$ cat config.mk
export PLATFORM = sky130hd
export DESIGN_NAME = mqh_top
export DESIGN_NICKNAME = d
export VERILOG_FILES = /design/src/logic/mqh_pkg.sv /design/src/logic/mqh_axis.sv /design/src/logic/mqh_top.sv
export SDC_FILE = /design/constraint.sdc
export NUM_CORES = 1
export LEC_CHECK = 0
export BUFFER_PORTS_ARGS = -buffer_cell sky130_fd_sc_hd__buf_2
export CORE_AREA = 5 5 145 112
export DETAILED_ROUTE_END_ITERATION = 7
export DIE_AREA = 0 0 150 117
export GPL_TIMING_DRIVEN = 1
export PLACE_DENSITY = 0.63
export REMOVE_ABC_BUFFERS = 1
export SKIP_CTS_REPAIR_TIMING = 1
export SYNTH_ARGS = -nofsm -noshare
export SYNTH_HDL_FRONTEND = slang
export SYNTH_SLANG_ARGS = --single-unit
$ cat constraint.sdc
create_clock -name i_clk -period 1.4 [get_ports i_clk]
set_input_delay 0.28 -clock i_clk [delete_from_list [all_inputs] [get_ports i_clk]]
set_output_delay 0.28 -clock i_clk [all_outputs]
set_load 0.02 [all_outputs]
$ cat src/logic/mqh_pkg.sv
package mqh_pkg;
    localparam int         NUM_AXES      = 4;
    localparam int         HALL_BASE     = 4;      // First general input used for Hall signals
    localparam int         HALL_PER_AXIS = 3;
    // Register map, byte addresses on the plain port
    localparam logic [3:0] ADDR_QUAL     = 4'h0;
    localparam logic [3:0] ADDR_CFG      = 4'h4;
    localparam logic [3:0] ADDR_HOME     = 4'h8;
    localparam logic [3:0] ADDR_STAT     = 4'hC;
    // Field positions
    localparam int         HOME_START_LSB = 0;
    localparam int         HOME_ABORT_LSB = 4;
    localparam int         CFG_HALL_SRC   = 0;
    // Reset values: pass-through on every axis, Hall from general inputs
    localparam logic [7:0] QUAL_RST      = 8'hFF;
    localparam logic       HALL_SRC_RST  = 1'b0;
    // Direction pin level that means travel toward the home switch
    localparam logic       DIR_TOWARD    = 1'b1;

    // Two-bit select: first bit high, second bit low
    typedef enum logic [1:0] {
        MQH_QUAL_SINCOS = 2'b00,
        MQH_QUAL_ICOS   = 2'b01,
        MQH_QUAL_COS    = 2'b10,
        MQH_QUAL_PASS   = 2'b11
    } mqh_qual_e;

    typedef enum logic [1:0] {
        MQH_ST_IDLE = 2'b00,
        MQH_ST_SEEK = 2'b01,
        MQH_ST_REV  = 2'b10,
        MQH_ST_DONE = 2'b11
    } mqh_state_e;

    typedef struct packed {
        logic ref_pulse;
        logic enc_sine;
        logic enc_cosine;
        logic home_switch;
    } mqh_axis_in_s;

    typedef struct packed {
        logic hall_a;
        logic hall_b;
        logic hall_c;
    } mqh_hall_s;
endpackage

$ cat src/logic/mqh_axis.sv
`timescale 1ns/1ns
module mqh_axis (
    input  wire logic                  i_clk,
    input  wire logic                  i_rst,
    input  wire mqh_pkg::mqh_axis_in_s i_pins,
    input  wire logic [1:0]            i_qual_sel,
    input  wire logic                  i_start,
    input  wire logic                  i_abort,
    output logic                       o_move,
    output logic                       o_dir,
    output logic                       o_busy,
    output logic                       o_done,
    output logic                       o_qmark,
    output logic                       o_home
);
    mqh_pkg::mqh_axis_in_s meta_q;
    mqh_pkg::mqh_axis_in_s sync_q;
    mqh_pkg::mqh_state_e   state_q, state_d;
    logic                  qual;

    // Two-stage synchroniser; first stage read only by the second
    always_ff @(posedge i_clk) begin
        if (i_rst) begin
            meta_q <= '0;
            sync_q <= '0;
        end else begin
            meta_q <= i_pins;
            sync_q <= meta_q;
        end
    end

    // Marker gating by the per-axis select
    always_comb begin
        unique case (mqh_pkg::mqh_qual_e'(i_qual_sel))
            mqh_pkg::MQH_QUAL_PASS:   qual = sync_q.ref_pulse;
            mqh_pkg::MQH_QUAL_COS:    qual = sync_q.ref_pulse & sync_q.enc_cosine;
            mqh_pkg::MQH_QUAL_ICOS:   qual = sync_q.ref_pulse & ~sync_q.enc_cosine;
            mqh_pkg::MQH_QUAL_SINCOS: qual = sync_q.ref_pulse & sync_q.enc_cosine & sync_q.enc_sine;
        endcase
    end

    // Home search: toward switch, reverse, stop on a high qualified marker
    always_comb begin
        state_d = state_q;
        unique case (state_q)
            mqh_pkg::MQH_ST_IDLE: if (i_start) state_d = mqh_pkg::MQH_ST_SEEK;
            mqh_pkg::MQH_ST_SEEK: if (sync_q.home_switch) state_d = mqh_pkg::MQH_ST_REV;
            mqh_pkg::MQH_ST_REV:  if (qual) state_d = mqh_pkg::MQH_ST_DONE;
            mqh_pkg::MQH_ST_DONE: state_d = mqh_pkg::MQH_ST_IDLE;
        endcase
        // Abort has priority so a runaway search can always be stopped
        if (i_abort) state_d = mqh_pkg::MQH_ST_IDLE;
    end

    // Move, direction, busy and done registered from the next state so they change with it
    always_ff @(posedge i_clk) begin
        if (i_rst) begin
            state_q <= mqh_pkg::MQH_ST_IDLE;
            o_move  <= 1'b0;
            o_dir   <= mqh_pkg::DIR_TOWARD;
            o_busy  <= 1'b0;
            o_done  <= 1'b0;
            o_qmark <= 1'b0;
            o_home  <= 1'b0;
        end else begin
            state_q <= state_d;
            o_move  <= (state_d == mqh_pkg::MQH_ST_SEEK) || (state_d == mqh_pkg::MQH_ST_REV);
            o_dir   <= (state_d == mqh_pkg::MQH_ST_REV) ? ~mqh_pkg::DIR_TOWARD : mqh_pkg::DIR_TOWARD;
            o_busy  <= state_d != mqh_pkg::MQH_ST_IDLE;
            o_done  <= state_d == mqh_pkg::MQH_ST_DONE;
            o_qmark <= qual;
            o_home  <= sync_q.home_switch;
        end
    end

    property p_qual_pass;
        @(posedge i_clk) disable iff (i_rst)
        (i_qual_sel == 2'h3) |=> (o_qmark == $past(sync_q.ref_pulse));
    endproperty
    a_qual_pass: assert property (p_qual_pass) else $error("pass-through marker mismatch");

    property p_qual_cos;
        @(posedge i_clk) disable iff (i_rst)
        (i_qual_sel == 2'h2 && !sync_q.enc_cosine) |=> !o_qmark;
    endproperty
    a_qual_cos: assert property (p_qual_cos) else $error("cosine gating let marker through");

    property p_qual_icos;
        @(posedge i_clk) disable iff (i_rst)
        (i_qual_sel == 2'h1 && sync_q.enc_cosine) |=> !o_qmark;
    endproperty
    a_qual_icos: assert property (p_qual_icos) else $error("inverse cosine gating let marker through");

    property p_qual_sincos;
        @(posedge i_clk) disable iff (i_rst)
        (i_qual_sel == 2'h0 && sync_q.ref_pulse && sync_q.enc_sine && sync_q.enc_cosine) |=> o_qmark;
    endproperty
    a_qual_sincos: assert property (p_qual_sincos) else $error("sine and cosine gating lost marker");

    property p_sync_delay;
        @(posedge i_clk) disable iff (i_rst)
        $past(!i_rst, 2) |-> (sync_q.home_switch == $past(i_pins.home_switch, 2));
    endproperty
    a_sync_delay: assert property (p_sync_delay) else $error("home input not two-stage synchronised");

    property p_reverse_at_home;
        @(posedge i_clk) disable iff (i_rst)
        (state_q == mqh_pkg::MQH_ST_SEEK && sync_q.home_switch && !i_abort)
            |=> (o_move && o_dir != mqh_pkg::DIR_TOWARD);
    endproperty
    a_reverse_at_home: assert property (p_reverse_at_home) else $error("no reversal at home switch");

    property p_stop_at_marker;
        @(posedge i_clk) disable iff (i_rst)
        (state_q == mqh_pkg::MQH_ST_REV && qual && !i_abort) |=> (!o_move ##1 (!o_done && !o_busy));
    endproperty
    a_stop_at_marker: assert property (p_stop_at_marker) else $error("axis did not stop on marker");
endmodule // mqh_axis

$ cat src/logic/mqh_top.sv
// Implementation choices: the register addresses and the strobed register port.
`timescale 1ns/1ns
module mqh_top (
    input  wire logic                                      i_clk,
    input  wire logic                                      i_rst,
    input  wire mqh_pkg::mqh_axis_in_s [mqh_pkg::NUM_AXES-1:0] i_axis_pins,
    input  wire logic [15:0]                               i_gen_input,
    input  wire logic [11:0]                               i_main_hall,
    input  wire logic [3:0]                                i_addr,
    input  wire logic [31:0]                               i_wdata,
    input  wire logic                                      i_wr,
    input  wire logic                                      i_rd,
    output logic      [31:0]                               o_rdata,
    output logic      [mqh_pkg::NUM_AXES-1:0]              o_move,
    output logic      [mqh_pkg::NUM_AXES-1:0]              o_dir,
    output mqh_pkg::mqh_hall_s [mqh_pkg::NUM_AXES-1:0]     o_hall,
    output logic      [3:0]                                o_gen_low
);
    localparam int N = mqh_pkg::NUM_AXES;

    logic [7:0]   qual_q, qual_d;
    logic         hall_src_q, hall_src_d;
    logic [N-1:0] start_q, start_d;
    logic [N-1:0] abort_q, abort_d;
    logic [N-1:0] done_flag_q, done_flag_d;
    logic [31:0]  rdata_d;
    logic [N-1:0] busy, done, qmark, home;
    logic [15:0]  gen_meta_q, gen_sync_q;
    logic [11:0]  main_meta_q, main_sync_q;
    mqh_pkg::mqh_hall_s [N-1:0] hall_d;
    logic [3:0]   gen_low_d;

    // Register writes, command pulses and sticky done flags
    always_comb begin
        qual_d      = qual_q;
        hall_src_d  = hall_src_q;
        start_d     = '0;
        abort_d     = '0;
        done_flag_d = done_flag_q;
        if (i_wr && i_addr == mqh_pkg::ADDR_QUAL) qual_d = i_wdata[7:0];
        if (i_wr && i_addr == mqh_pkg::ADDR_CFG) hall_src_d = i_wdata[mqh_pkg::CFG_HALL_SRC];
        if (i_wr && i_addr == mqh_pkg::ADDR_HOME) begin
            start_d = i_wdata[mqh_pkg::HOME_START_LSB +: N] & ~busy;
            abort_d = i_wdata[mqh_pkg::HOME_ABORT_LSB +: N];
        end
        // A fresh start clears done; a completing search sets it and wins
        done_flag_d = (done_flag_d & ~start_d) | done;
    end

    // Read mux; unmapped addresses read zero
    always_comb begin
        rdata_d = 32'h0000_0000;
        if (i_rd) begin
            unique case (i_addr)
                mqh_pkg::ADDR_QUAL: rdata_d[7:0] = qual_q;
                mqh_pkg::ADDR_CFG:  rdata_d[mqh_pkg::CFG_HALL_SRC] = hall_src_q;
                mqh_pkg::ADDR_HOME: rdata_d[N-1:0] = busy;
                mqh_pkg::ADDR_STAT: rdata_d[4*N-1:0] = {home, qmark, busy, done_flag_q};
                default:            rdata_d = 32'h0000_0000;
            endcase
        end
    end

    always_ff @(posedge i_clk) begin
        if (i_rst) begin
            qual_q      <= mqh_pkg::QUAL_RST;
            hall_src_q  <= mqh_pkg::HALL_SRC_RST;
            start_q     <= '0;
            abort_q     <= '0;
            done_flag_q <= '0;
            o_rdata     <= 32'h0000_0000;
        end else begin
            qual_q      <= qual_d;
            hall_src_q  <= hall_src_d;
            start_q     <= start_d;
            abort_q     <= abort_d;
            done_flag_q <= done_flag_d;
            o_rdata     <= rdata_d;
        end
    end

    // Hall and general input synchronisers
    always_ff @(posedge i_clk) begin
        if (i_rst) begin
            gen_meta_q  <= 16'h0000;
            gen_sync_q  <= 16'h0000;
            main_meta_q <= 12'h000;
            main_sync_q <= 12'h000;
        end else begin
            gen_meta_q  <= i_gen_input;
            gen_sync_q  <= gen_meta_q;
            main_meta_q <= i_main_hall;
            main_sync_q <= main_meta_q;
        end
    end

    // Per-axis Hall mapping, ordered B, A, C from the lowest input upward
    always_comb begin
        gen_low_d = gen_sync_q[3:0];
        for (int k = 0; k < N; k++) begin
            if (hall_src_q) begin
                hall_d[k].hall_b = main_sync_q[3*k];
                hall_d[k].hall_a = main_sync_q[3*k+1];
                hall_d[k].hall_c = main_sync_q[3*k+2];
            end else begin
                hall_d[k].hall_b = gen_sync_q[mqh_pkg::HALL_BASE+3*k];
                hall_d[k].hall_a = gen_sync_q[mqh_pkg::HALL_BASE+3*k+1];
                hall_d[k].hall_c = gen_sync_q[mqh_pkg::HALL_BASE+3*k+2];
            end
        end
    end

    always_ff @(posedge i_clk) begin
        if (i_rst) begin
            o_hall    <= '0;
            o_gen_low <= 4'h0;
        end else begin
            o_hall    <= hall_d;
            o_gen_low <= gen_low_d;
        end
    end

    // One independent qualifier and home search per axis
    for (genvar g = 0; g < N; g++) begin : g_axis
        mqh_axis u_axis (
            .i_clk      (i_clk),
            .i_rst      (i_rst),
            .i_pins     (i_axis_pins[g]),
            .i_qual_sel (qual_q[2*g +: 2]),
            .i_start    (start_q[g]),
            .i_abort    (abort_q[g]),
            .o_move     (o_move[g]),
            .o_dir      (o_dir[g]),
            .o_busy     (busy[g]),
            .o_done     (done[g]),
            .o_qmark    (qmark[g]),
            .o_home     (home[g])
        );
    end

    property p_hall_general;
        @(posedge i_clk) disable iff (i_rst)
        !hall_src_q |=> (o_hall[N-1].hall_c == $past(gen_sync_q[15]) && o_hall[0].hall_b == $past(gen_sync_q[4]));
    endproperty
    a_hall_general: assert property (p_hall_general) else $error("general input Hall map wrong");

    property p_hall_main;
        @(posedge i_clk) disable iff (i_rst)
        hall_src_q |=> (o_hall[0].hall_a == $past(main_sync_q[1]));
    endproperty
    a_hall_main: assert property (p_hall_main) else $error("main connector Hall source not used");

    property p_start_runs;
        @(posedge i_clk) disable iff (i_rst)
        (i_wr && i_addr == mqh_pkg::ADDR_HOME && i_wdata[0] && !i_wdata[4] && !busy[0])
            |=> ##1 (o_move[0] && o_dir[0] == mqh_pkg::DIR_TOWARD);
    endproperty
    a_start_runs: assert property (p_start_runs) else $error("home search did not start toward home");

    property p_read_qual;
        @(posedge i_clk) disable iff (i_rst)
        (i_rd && i_addr == mqh_pkg::ADDR_QUAL) |=> (o_rdata[7:0] == $past(qual_q));
    endproperty
    a_read_qual: assert property (p_read_qual) else $error("select readback mismatch");

    // Read data must not linger, or a later poll could take a stale word
    property p_rdata_idle;
        @(posedge i_clk) disable iff (i_rst)
        !i_rd |=> (o_rdata == 32'h0000_0000);
    endproperty
    a_rdata_idle: assert property (p_rdata_idle) else $error("read data stood outside its cycle");

    property p_qual_write;
        @(posedge i_clk) disable iff (i_rst)
        (i_wr && i_addr == mqh_pkg::ADDR_QUAL) |=> (qual_q == $past(i_wdata[7:0]));
    endproperty
    a_qual_write: assert property (p_qual_write) else $error("select write not taken");

    property p_hall_src_write;
        @(posedge i_clk) disable iff (i_rst)
        (i_wr && i_addr == mqh_pkg::ADDR_CFG) |=> (hall_src_q == $past(i_wdata[0]));
    endproperty
    a_hall_src_write: assert property (p_hall_src_write) else $error("Hall source write not taken");

    property p_hall_main_top;
        @(posedge i_clk) disable iff (i_rst)
        hall_src_q |=> (o_hall[N-1].hall_c == $past(main_sync_q[11]) && o_hall[N-1].hall_b == $past(main_sync_q[9]));
    endproperty
    a_hall_main_top: assert property (p_hall_main_top) else $error("main connector Hall order wrong");

    // General inputs 0 to 3 pass through untouched by the Hall mapping
    property p_gen_low;
        @(posedge i_clk) disable iff (i_rst)
        o_gen_low == $past(gen_sync_q[3:0]);
    endproperty
    a_gen_low: assert property (p_gen_low) else $error("low general inputs disturbed");

    property p_abort_stops;
        @(posedge i_clk) disable iff (i_rst)
        (i_wr && i_addr == mqh_pkg::ADDR_HOME && i_wdata[5]) |=> ##1 !o_move[1];
    endproperty
    a_abort_stops: assert property (p_abort_stops) else $error("abort did not stop the axis");

    // A second start on a busy axis is refused; the axis itself takes start only in MQH_ST_IDLE
    property p_start_refused;
        @(posedge i_clk) disable iff (i_rst)
        (i_wr && i_addr == mqh_pkg::ADDR_HOME && i_wdata[0] && busy[0]) |=> !start_q[0];
    endproperty
    a_start_refused: assert property (p_start_refused) else $error("start accepted on busy axis");

    property p_done_set;
        @(posedge i_clk) disable iff (i_rst)
        done[0] |=> done_flag_q[0];
    endproperty
    a_done_set: assert property (p_done_set) else $error("done flag not set at marker stop");

    property p_done_sticky;
        @(posedge i_clk) disable iff (i_rst)
        (done_flag_q[0] && !start_q[0]) |=> done_flag_q[0];
    endproperty
    a_done_sticky: assert property (p_done_sticky) else $error("done flag lost without a new start");
endmodule // mqh_top

==> flow_summary_export.csv, run 1 <==
group,metric,value,unit
run_status,outcome,"finished, violations left",
run_status,violations,"setup timing",
yosys,synthCells,519,
yosys,synth_fa_ha_area_frac,0.0262,
yosys,yosys.area_share.simple,0.214,
yosys,synth_compound_area_frac,0.0533,
finish,final_cell_area,7490,um^2
yosys,synth_common_cells,"dfxtp_1 (173), nor2b_1 (109), nor2_1 (55), buf_4 (24), nand2b_1 (22)",
drt,first_pass_iters,4,
clock_tree,cts-htree-levels,4,
yosys,synth-async-reset-ratio,0,
global_route,busiest_layer,"met2",
sta,rsz0062_at_grt,"true",
finish,drive_above_1_share,0.340,
sta,period_share,1.08,
finish,diodes,0,
global_route,first_global_vias,3686,
global_route,grt_max_degree,51,
yosys,synth_top_family_by_area,"simple AND/OR/NAND/NOR gates",
yosys,synthDistinctLibCells,36,
global_route,groute.usage.overall,0.128,
worst_hold_path,min_path_cells,2,
finish,layoutNonFillerInstCount,872,
yosys,netlist_area,5720,um^2
finish,fill_cells,1322,
place,place_inst,839,
sta,finalMaxSlewViolations,0,
setup_path,cp_data_required_time,1710,ps
global_route,grt_pass1_wl,17500,um
floorplan,core,14800,um^2
clock_tree,clock_latency,420,ps
finish,area_delta_synth_final,30.9,%
setup_path,reg2reg_slack,-110,ps
clock_tree,clock_path_buffers,2,
finish,nets,750,
yosys,ys_seq_area_frac,0.605,
global_route,met2_usage,0.191,
floorplan,dieArea,17600,um^2
drt,wl,11100,um
global_route,met3_usage,0.0547,
drt,viasPerCell,4.25,
setup_path,path_class,"reg -> reg",
worst_hold_path,min_to,"gen_meta_q[10]",
place,gp_congestion,0.846,
place,portBuffers,99,
power_and_ir_drop,ir_worst_vdd,0.000973,V
floorplan,io_pins,140,
clock_tree,clk_pin_slew_worst_paths,70,ps
setup_path,path_max_fanout,3,
worst_hold_path,hold_path.class,"in -> reg",
yosys,yosysMostFrequentCell,"dfxtp_1",
place,hpwl,7640,um
setup_path,critPathLaunchType,"flop",
sta,finalCriticalPeriod,1510,ps
drt,first_iter_violations,135,
yosys,yosysWarnings,0,
clock_tree,cts_tree,"done",
sta,finalClockSkew,11.1,ps
yosys,synth-seq-cells,173,
place,post_dp_cell_area,6650,um^2
global_route,met1_usage,0.167,
setup_path,crit_arrival,1820,ps
setup_path,cp-end-kind,"flop",
setup_path,r2r-start,"g_axis[0].u_axis.state_q[1]",
yosys,avgSynthCellArea,11.0,um^2
floorplan,start_util,0.386,
drt,route.detailed.drc,0,
drt,ant_nets,0,
sta,max_clock_freq,664,MHz
clock_tree,cts_sinks,173,
global_route,grt.overflow.total,0,
sta,hold_viol,0,
job,maxCapViolations,0,
yosys,synth_area_leaders,"dfxtp_1 (61%), nor2b_1 (12%), mux2i_1 (3.7%)",
floorplan,die_w,150,um
yosys,synth_top_cell_by_area,"dfxtp_1",
yosys,synthXorXnorAreaFrac,0,
drt,num_vias,3710,
power_and_ir_drop,p_per_area,1400,nW/um^2
floorplan,die_h,117,um
drt,wl_per_cell,12.7,um
floorplan,floorplan.rows,39,
global_route,antenna_found_initial,4,
sta,timing.final.ws_setup,-107,ps
sta,final-setup-viol-count,6,
yosys,synthMuxAreaShare,0.0466,
yosys,synth_edf_count,0,
clock_tree,cts-root-buf,"clkbuf_16",
setup_path,r2r_cells,5,
clock_tree,numCtsBuffers,17,
worst_hold_path,hp-start,"i_gen_input[10]",
setup_path,r2r-end,"g_axis[0].u_axis.o_move",
yosys,synth_top_flop_cell,"dfxtp_1",
yosys,post-synth-top-area-fraction,0.605,
power_and_ir_drop,power.leakage,3.13,nW
[report_power, final]
| group | leakage [nW] | total [mW] | switching (mW) | internal, mW |
|---|---|---|---|---|
| Clock | 0.295 | 4.87 | 1.98 | 2.89 |
| Combinational | 1.42 | 0.505 | 0.265 | 0.240 |
| Sequential | 1.42 | 5.11 | 0.0398 | 5.07 |
[per-stage QoR]
stage          total power, mW  worst slack (ps)  hold slack (ps)  TNS [ps]   util
3_3_place_gp              5.70              -211              408     -3460  0.448
3_5_place_dp              5.71              -212              411     -3980  0.448
2_1_floorplan             5.43             -63.2              347      -452      -
6_report                  10.5              -107             66.3      -376  0.505
5_1_grt                   10.9              -169             43.9      -982  0.505
4_1_cts                   10.6              -141             50.2      -750  0.490
[worst max-delay path: stages, from the launching register on]
cell and delay [ps]:
dfxtp_2 330, nand2b_4 130, o22a_1 240, a211o_1 300, ha_1 280, nor2b_4 120
[flip-flops by register name (all words and copies together) (netlist names), 8 cells and up]
name and cells:
o_rdata 16, g_axis.u_axis.sync_q 16, g_axis.u_axis.meta_q 16, main_sync_q 12, gen_sync_q 16, g_axis.u_axis.state_q 8, main_meta_q 12, qual_q 8
o_hall 12, gen_meta_q 16
[layer usage]
layer | up-vias | wire length [um]
li1 | 1909 | -
met1 | 1670 | 5140
met2 | 103 | 4980
met3 | 20 | 762
met4 | 8 | 188
met5 | - | 42
[worst max-delay path by stage]
stage	cells after the start	endpoint	start
final	5	g_axis[0].u_axis.o_move	g_axis[0].u_axis.state_q[1]
after global routing	4	g_axis[0].u_axis.state_q[0]	qual_q[0]
after CTS	5	g_axis[3].u_axis.o_move	g_axis[3].u_axis.state_q[1]
after detailed placement	5	abort_q[1]	i_addr[1]
after global placement	5	abort_q[1]	i_addr[1]
after floorplan	5	g_axis[0].u_axis.o_move	g_axis[0].u_axis.state_q[1]
[cells by family (layout without fill, tap and decap cells)]
family	after synthesis	count (layout)
AO/OA/AOI/OAI	39	39
adder cells (fa/ha/maj)	12	12
buffers and inverters	56	189
flip-flops	173	173
multiplexers	25	25
other	1	16
AND/OR/NAND/NOR	213	213
[cell type report]
cell class	instances	area, um^2	share of cell area
multi-input cells	305	2180	0.291
flip-flops and latches	173	3490	0.465
repair buffers	149	917	0.122
clock buffers	18	439	0.0586
clock inverters	14	181	0.0242
inverters	8	30.0	0.00401
well taps	205	256	0.0342
[layout by cell type, fill, tap and decap left out, drive strengths merged, types with 2 or more instances in the layout]
cell      synthesis  routed
dfxtp           173     173
buf              30     149
nor2b           110     110
nor2             55      55
nand2b           22      22
mux2i            21      21
clkbuf           18      18
conb              1      16
and2             13      13
inv               8      12
ha               12      12
a22oi             7       7
nand3b            4       4
a21o              4       4
o221ai            4       4
a211o             4       4
o31ai             4       4
a21oi             4       4
clkinv            0       4
o22a              3       3
a211oi            3       3
mux2              3       3
bufinv            0       3
clkinvlp          0       3
a2111oi           3       3
nor3              3       3
or3               2       2
o32ai             2       2
Note: power is estimated with default switching activity, not from simulation.
==> inputs of run 2 (changes only) <==
ABC_AREA = 1   (was default)
CORE_AREA = 5 5 127 129   (was 5 5 145 112)
DIE_AREA = 0 0 132 134   (was 0 0 150 117)
==> flow_summary_export.csv, run 2 <==
group,metric,value,unit
run_status,outcome,"complete, no violations",
yosys,synth_top_family_by_area,"simple AND/OR/NAND/NOR gates",
finish,final_cell_mix,"nor2_1 (183), dfxtp_1 (171), inv_1 (160)",
yosys,synthDistinctLibCells,21,
place,portBuffers,99,
floorplan,core,14900,um^2
finish,drive_above_1_share,0.197,
floorplan,die_h,134,um
yosys,yosys.area_share.simple,0.197,
setup_path,cp_data_required_time,1690,ps
floorplan,io_pins,140,
yosys,synth_compound_area_frac,0.0288,
power_and_ir_drop,power.leakage,3.60,nW
global_route,grt.overflow.total,0,
clock_tree,cts-htree-levels,4,
yosys,synth_area_leaders,"dfxtp_1 (59%), nor2_1 (12%), inv_1 (10%)",
power_and_ir_drop,finalPower,10.6,mW
yosys,netlist_area,5830,um^2
global_route,grt_max_degree,88,
yosys,synthXorXnorAreaFrac,0,
clock_tree,clock_path_buffers,2,
setup_path,path_class,"reg -> reg",
yosys,synthMuxAreaShare,0,
floorplan,floorplan.rows,45,
global_route,antenna_found_initial,0,
setup_path,cp-end-kind,"flop",
setup_path,crit_arrival,1580,ps
yosys,ys_seq_area_frac,0.594,
finish,area_delta_synth_final,21.9,%
yosys,synth_common_cells,"nor2_1 (186), dfxtp_1 (173), inv_1 (163), nand2_1 (70), buf_4 (25)",
clock_tree,cts-root-buf,"clkbuf_16",
finish,nets,910,
place,post_dp_cell_area,6410,um^2
yosys,yosysMostFrequentCell,"nor2_1",
setup_path,path_max_fanout,4,
setup_path,critPathLaunchType,"flop",
floorplan,start_util,0.391,
sta,finalClockSkew,5.54,ps
finish,final_cell_area,7110,um^2
drt,first_iter_violations,203,
place,gp_congestion,0.828,
yosys,avgSynthCellArea,8.15,um^2
yosys,synth_fa_ha_area_frac,0.0258,
drt,wl_per_cell,10.1,um
yosys,post-synth-top-area-fraction,0.594,
job,maxCapViolations,0,
sta,max_clock_freq,775,MHz
sta,finalMaxSlewViolations,0,
yosys,synth_top_flop_cell,"dfxtp_1",
power_and_ir_drop,p_per_area,1490,nW/um^2
global_route,grt_pass1_wl,17200,um
yosys,yosysWarnings,0,
clock_tree,clock_latency,410,ps
finish,diodes,0,
sta,period_share,0.922,
sta,finalCriticalPeriod,1290,ps
clock_tree,numCtsBuffers,17,
yosys,synth-async-reset-ratio,0,
floorplan,dieArea,17700,um^2
finish,layout_commonest_cell,"nor2_1",
yosys,synth_top_cell_by_area,"dfxtp_1",
sta,hold_viol,0,
sta,final-setup-viol-count,0,
clock_tree,cts_sinks,173,
clock_tree,cts_tree,"done",
yosys,synth_edf_count,0,
yosys,synth-seq-cells,173,
clock_tree,clk_pin_slew_worst_paths,70,ps
floorplan,die_w,132,um
yosys,synthCells,715,
drt,wl,10300,um
drt,viasPerCell,3.94,
drt,num_vias,3999,
worst_hold_path,hold_path.class,"in -> reg",
sta,setup_tns,0,ps
power_and_ir_drop,ir_worst_vdd,0.000785,V
drt,route.detailed.drc,0,
global_route,first_global_vias,3715,
global_route,groute.usage.overall,0.121,
drt,ant_nets,0,
place,hpwl,7120,um
drt,first_pass_iters,4,
-- run 2: cell count changes in the layout (fill, tap and decap cells not counted), sizes merged, moves of 20 or more --
cell,previous run,this run
buf,149,109
mux2i,21,0
nor2,55,191
nand2b,22,0
nor2b,110,0
nand2,0,73
o21ai,0,20
inv,12,168
-- run 2: final timing paths --
kind	end	depth (start not counted)	slack (ps)	from
worst min register to register	gen_sync_q[11]	2	400	gen_meta_q[11]
worst min-delay path	main_meta_q[5]	3	70	i_main_hall[5]
worst max register to register	g_axis[3].u_axis.o_move	8	110	g_axis[3].u_axis.state_q[1]
worst max-delay path	g_axis[3].u_axis.o_move	8	110	g_axis[3].u_axis.state_q[1]
-- run 2: final cells by class --
| class | instances | area (um^2) |
|---|---|---|
| repair buffers | 109 | 586 |
| clock buffers | 20 | 467 |
| fillers | 1473 | 7810 |
| flip-flops and latches | 173 | 3470 |
| inverters | 164 | 616 |
| clock inverters | 12 | 181 |
| multi-input cells | 349 | 1550 |
| well taps | 188 | 235 |
-- run 2: cell families after synthesis --
| family | after synthesis |
|---|---|
| DFF | 173 |
| adders and majority gates | 12 |
| and+or+nand+nor | 288 |
| other | 1 |
| buffers and inverters | 208 |
| AOI/OAI and AO/OA | 33 |
-- run 2: worst max-delay path: stages (launching register included) --
cell     delay (ps)
dfxtp_4         360
inv_1            40
nand2_1          80
nor2_2           50
nor3_2          170
nand2_2         100
ha_1            280
inv_1            60
nor2_1           30
-- run 2: through the flow --
| step | util | std cells | setup WS [ps] | hold WS, ps |
|---|---|---|---|---|
| 2_1_floorplan | - | 686 | 180 | 347 |
| 3_3_place_gp | 0.430 | 981 | 79.9 | 389 |
| 3_5_place_dp | 0.430 | 981 | 53.6 | 392 |
| 4_1_cts | 0.473 | 1013 | 42.2 | 43.5 |
| 5_1_grt | 0.476 | 1015 | -6.03 | 44.9 |
| 6_report | 0.476 | 1015 | 109 | 65.7 |
-- run 2: metal layers --
layer | share of wire | GRT usage | vias up | wire length, um
met3 | 0.066 | 0.0465 | 4 | 678
met5 | 0 | 0 | - | 0
met4 | 0.0072 | 0.0446 | 0 | 74
met2 | 0.47 | 0.191 | 90 | 4790
met1 | 0.46 | 0.150 | 1695 | 4740
li1 | - | - | 2210 | -
-- run 2: report_power, final --
group          switching [mW]  internal [mW]  total [mW]
Sequential             0.0415           5.07        5.12
Clock                    1.88           3.15        5.03
Combinational           0.302          0.169       0.471
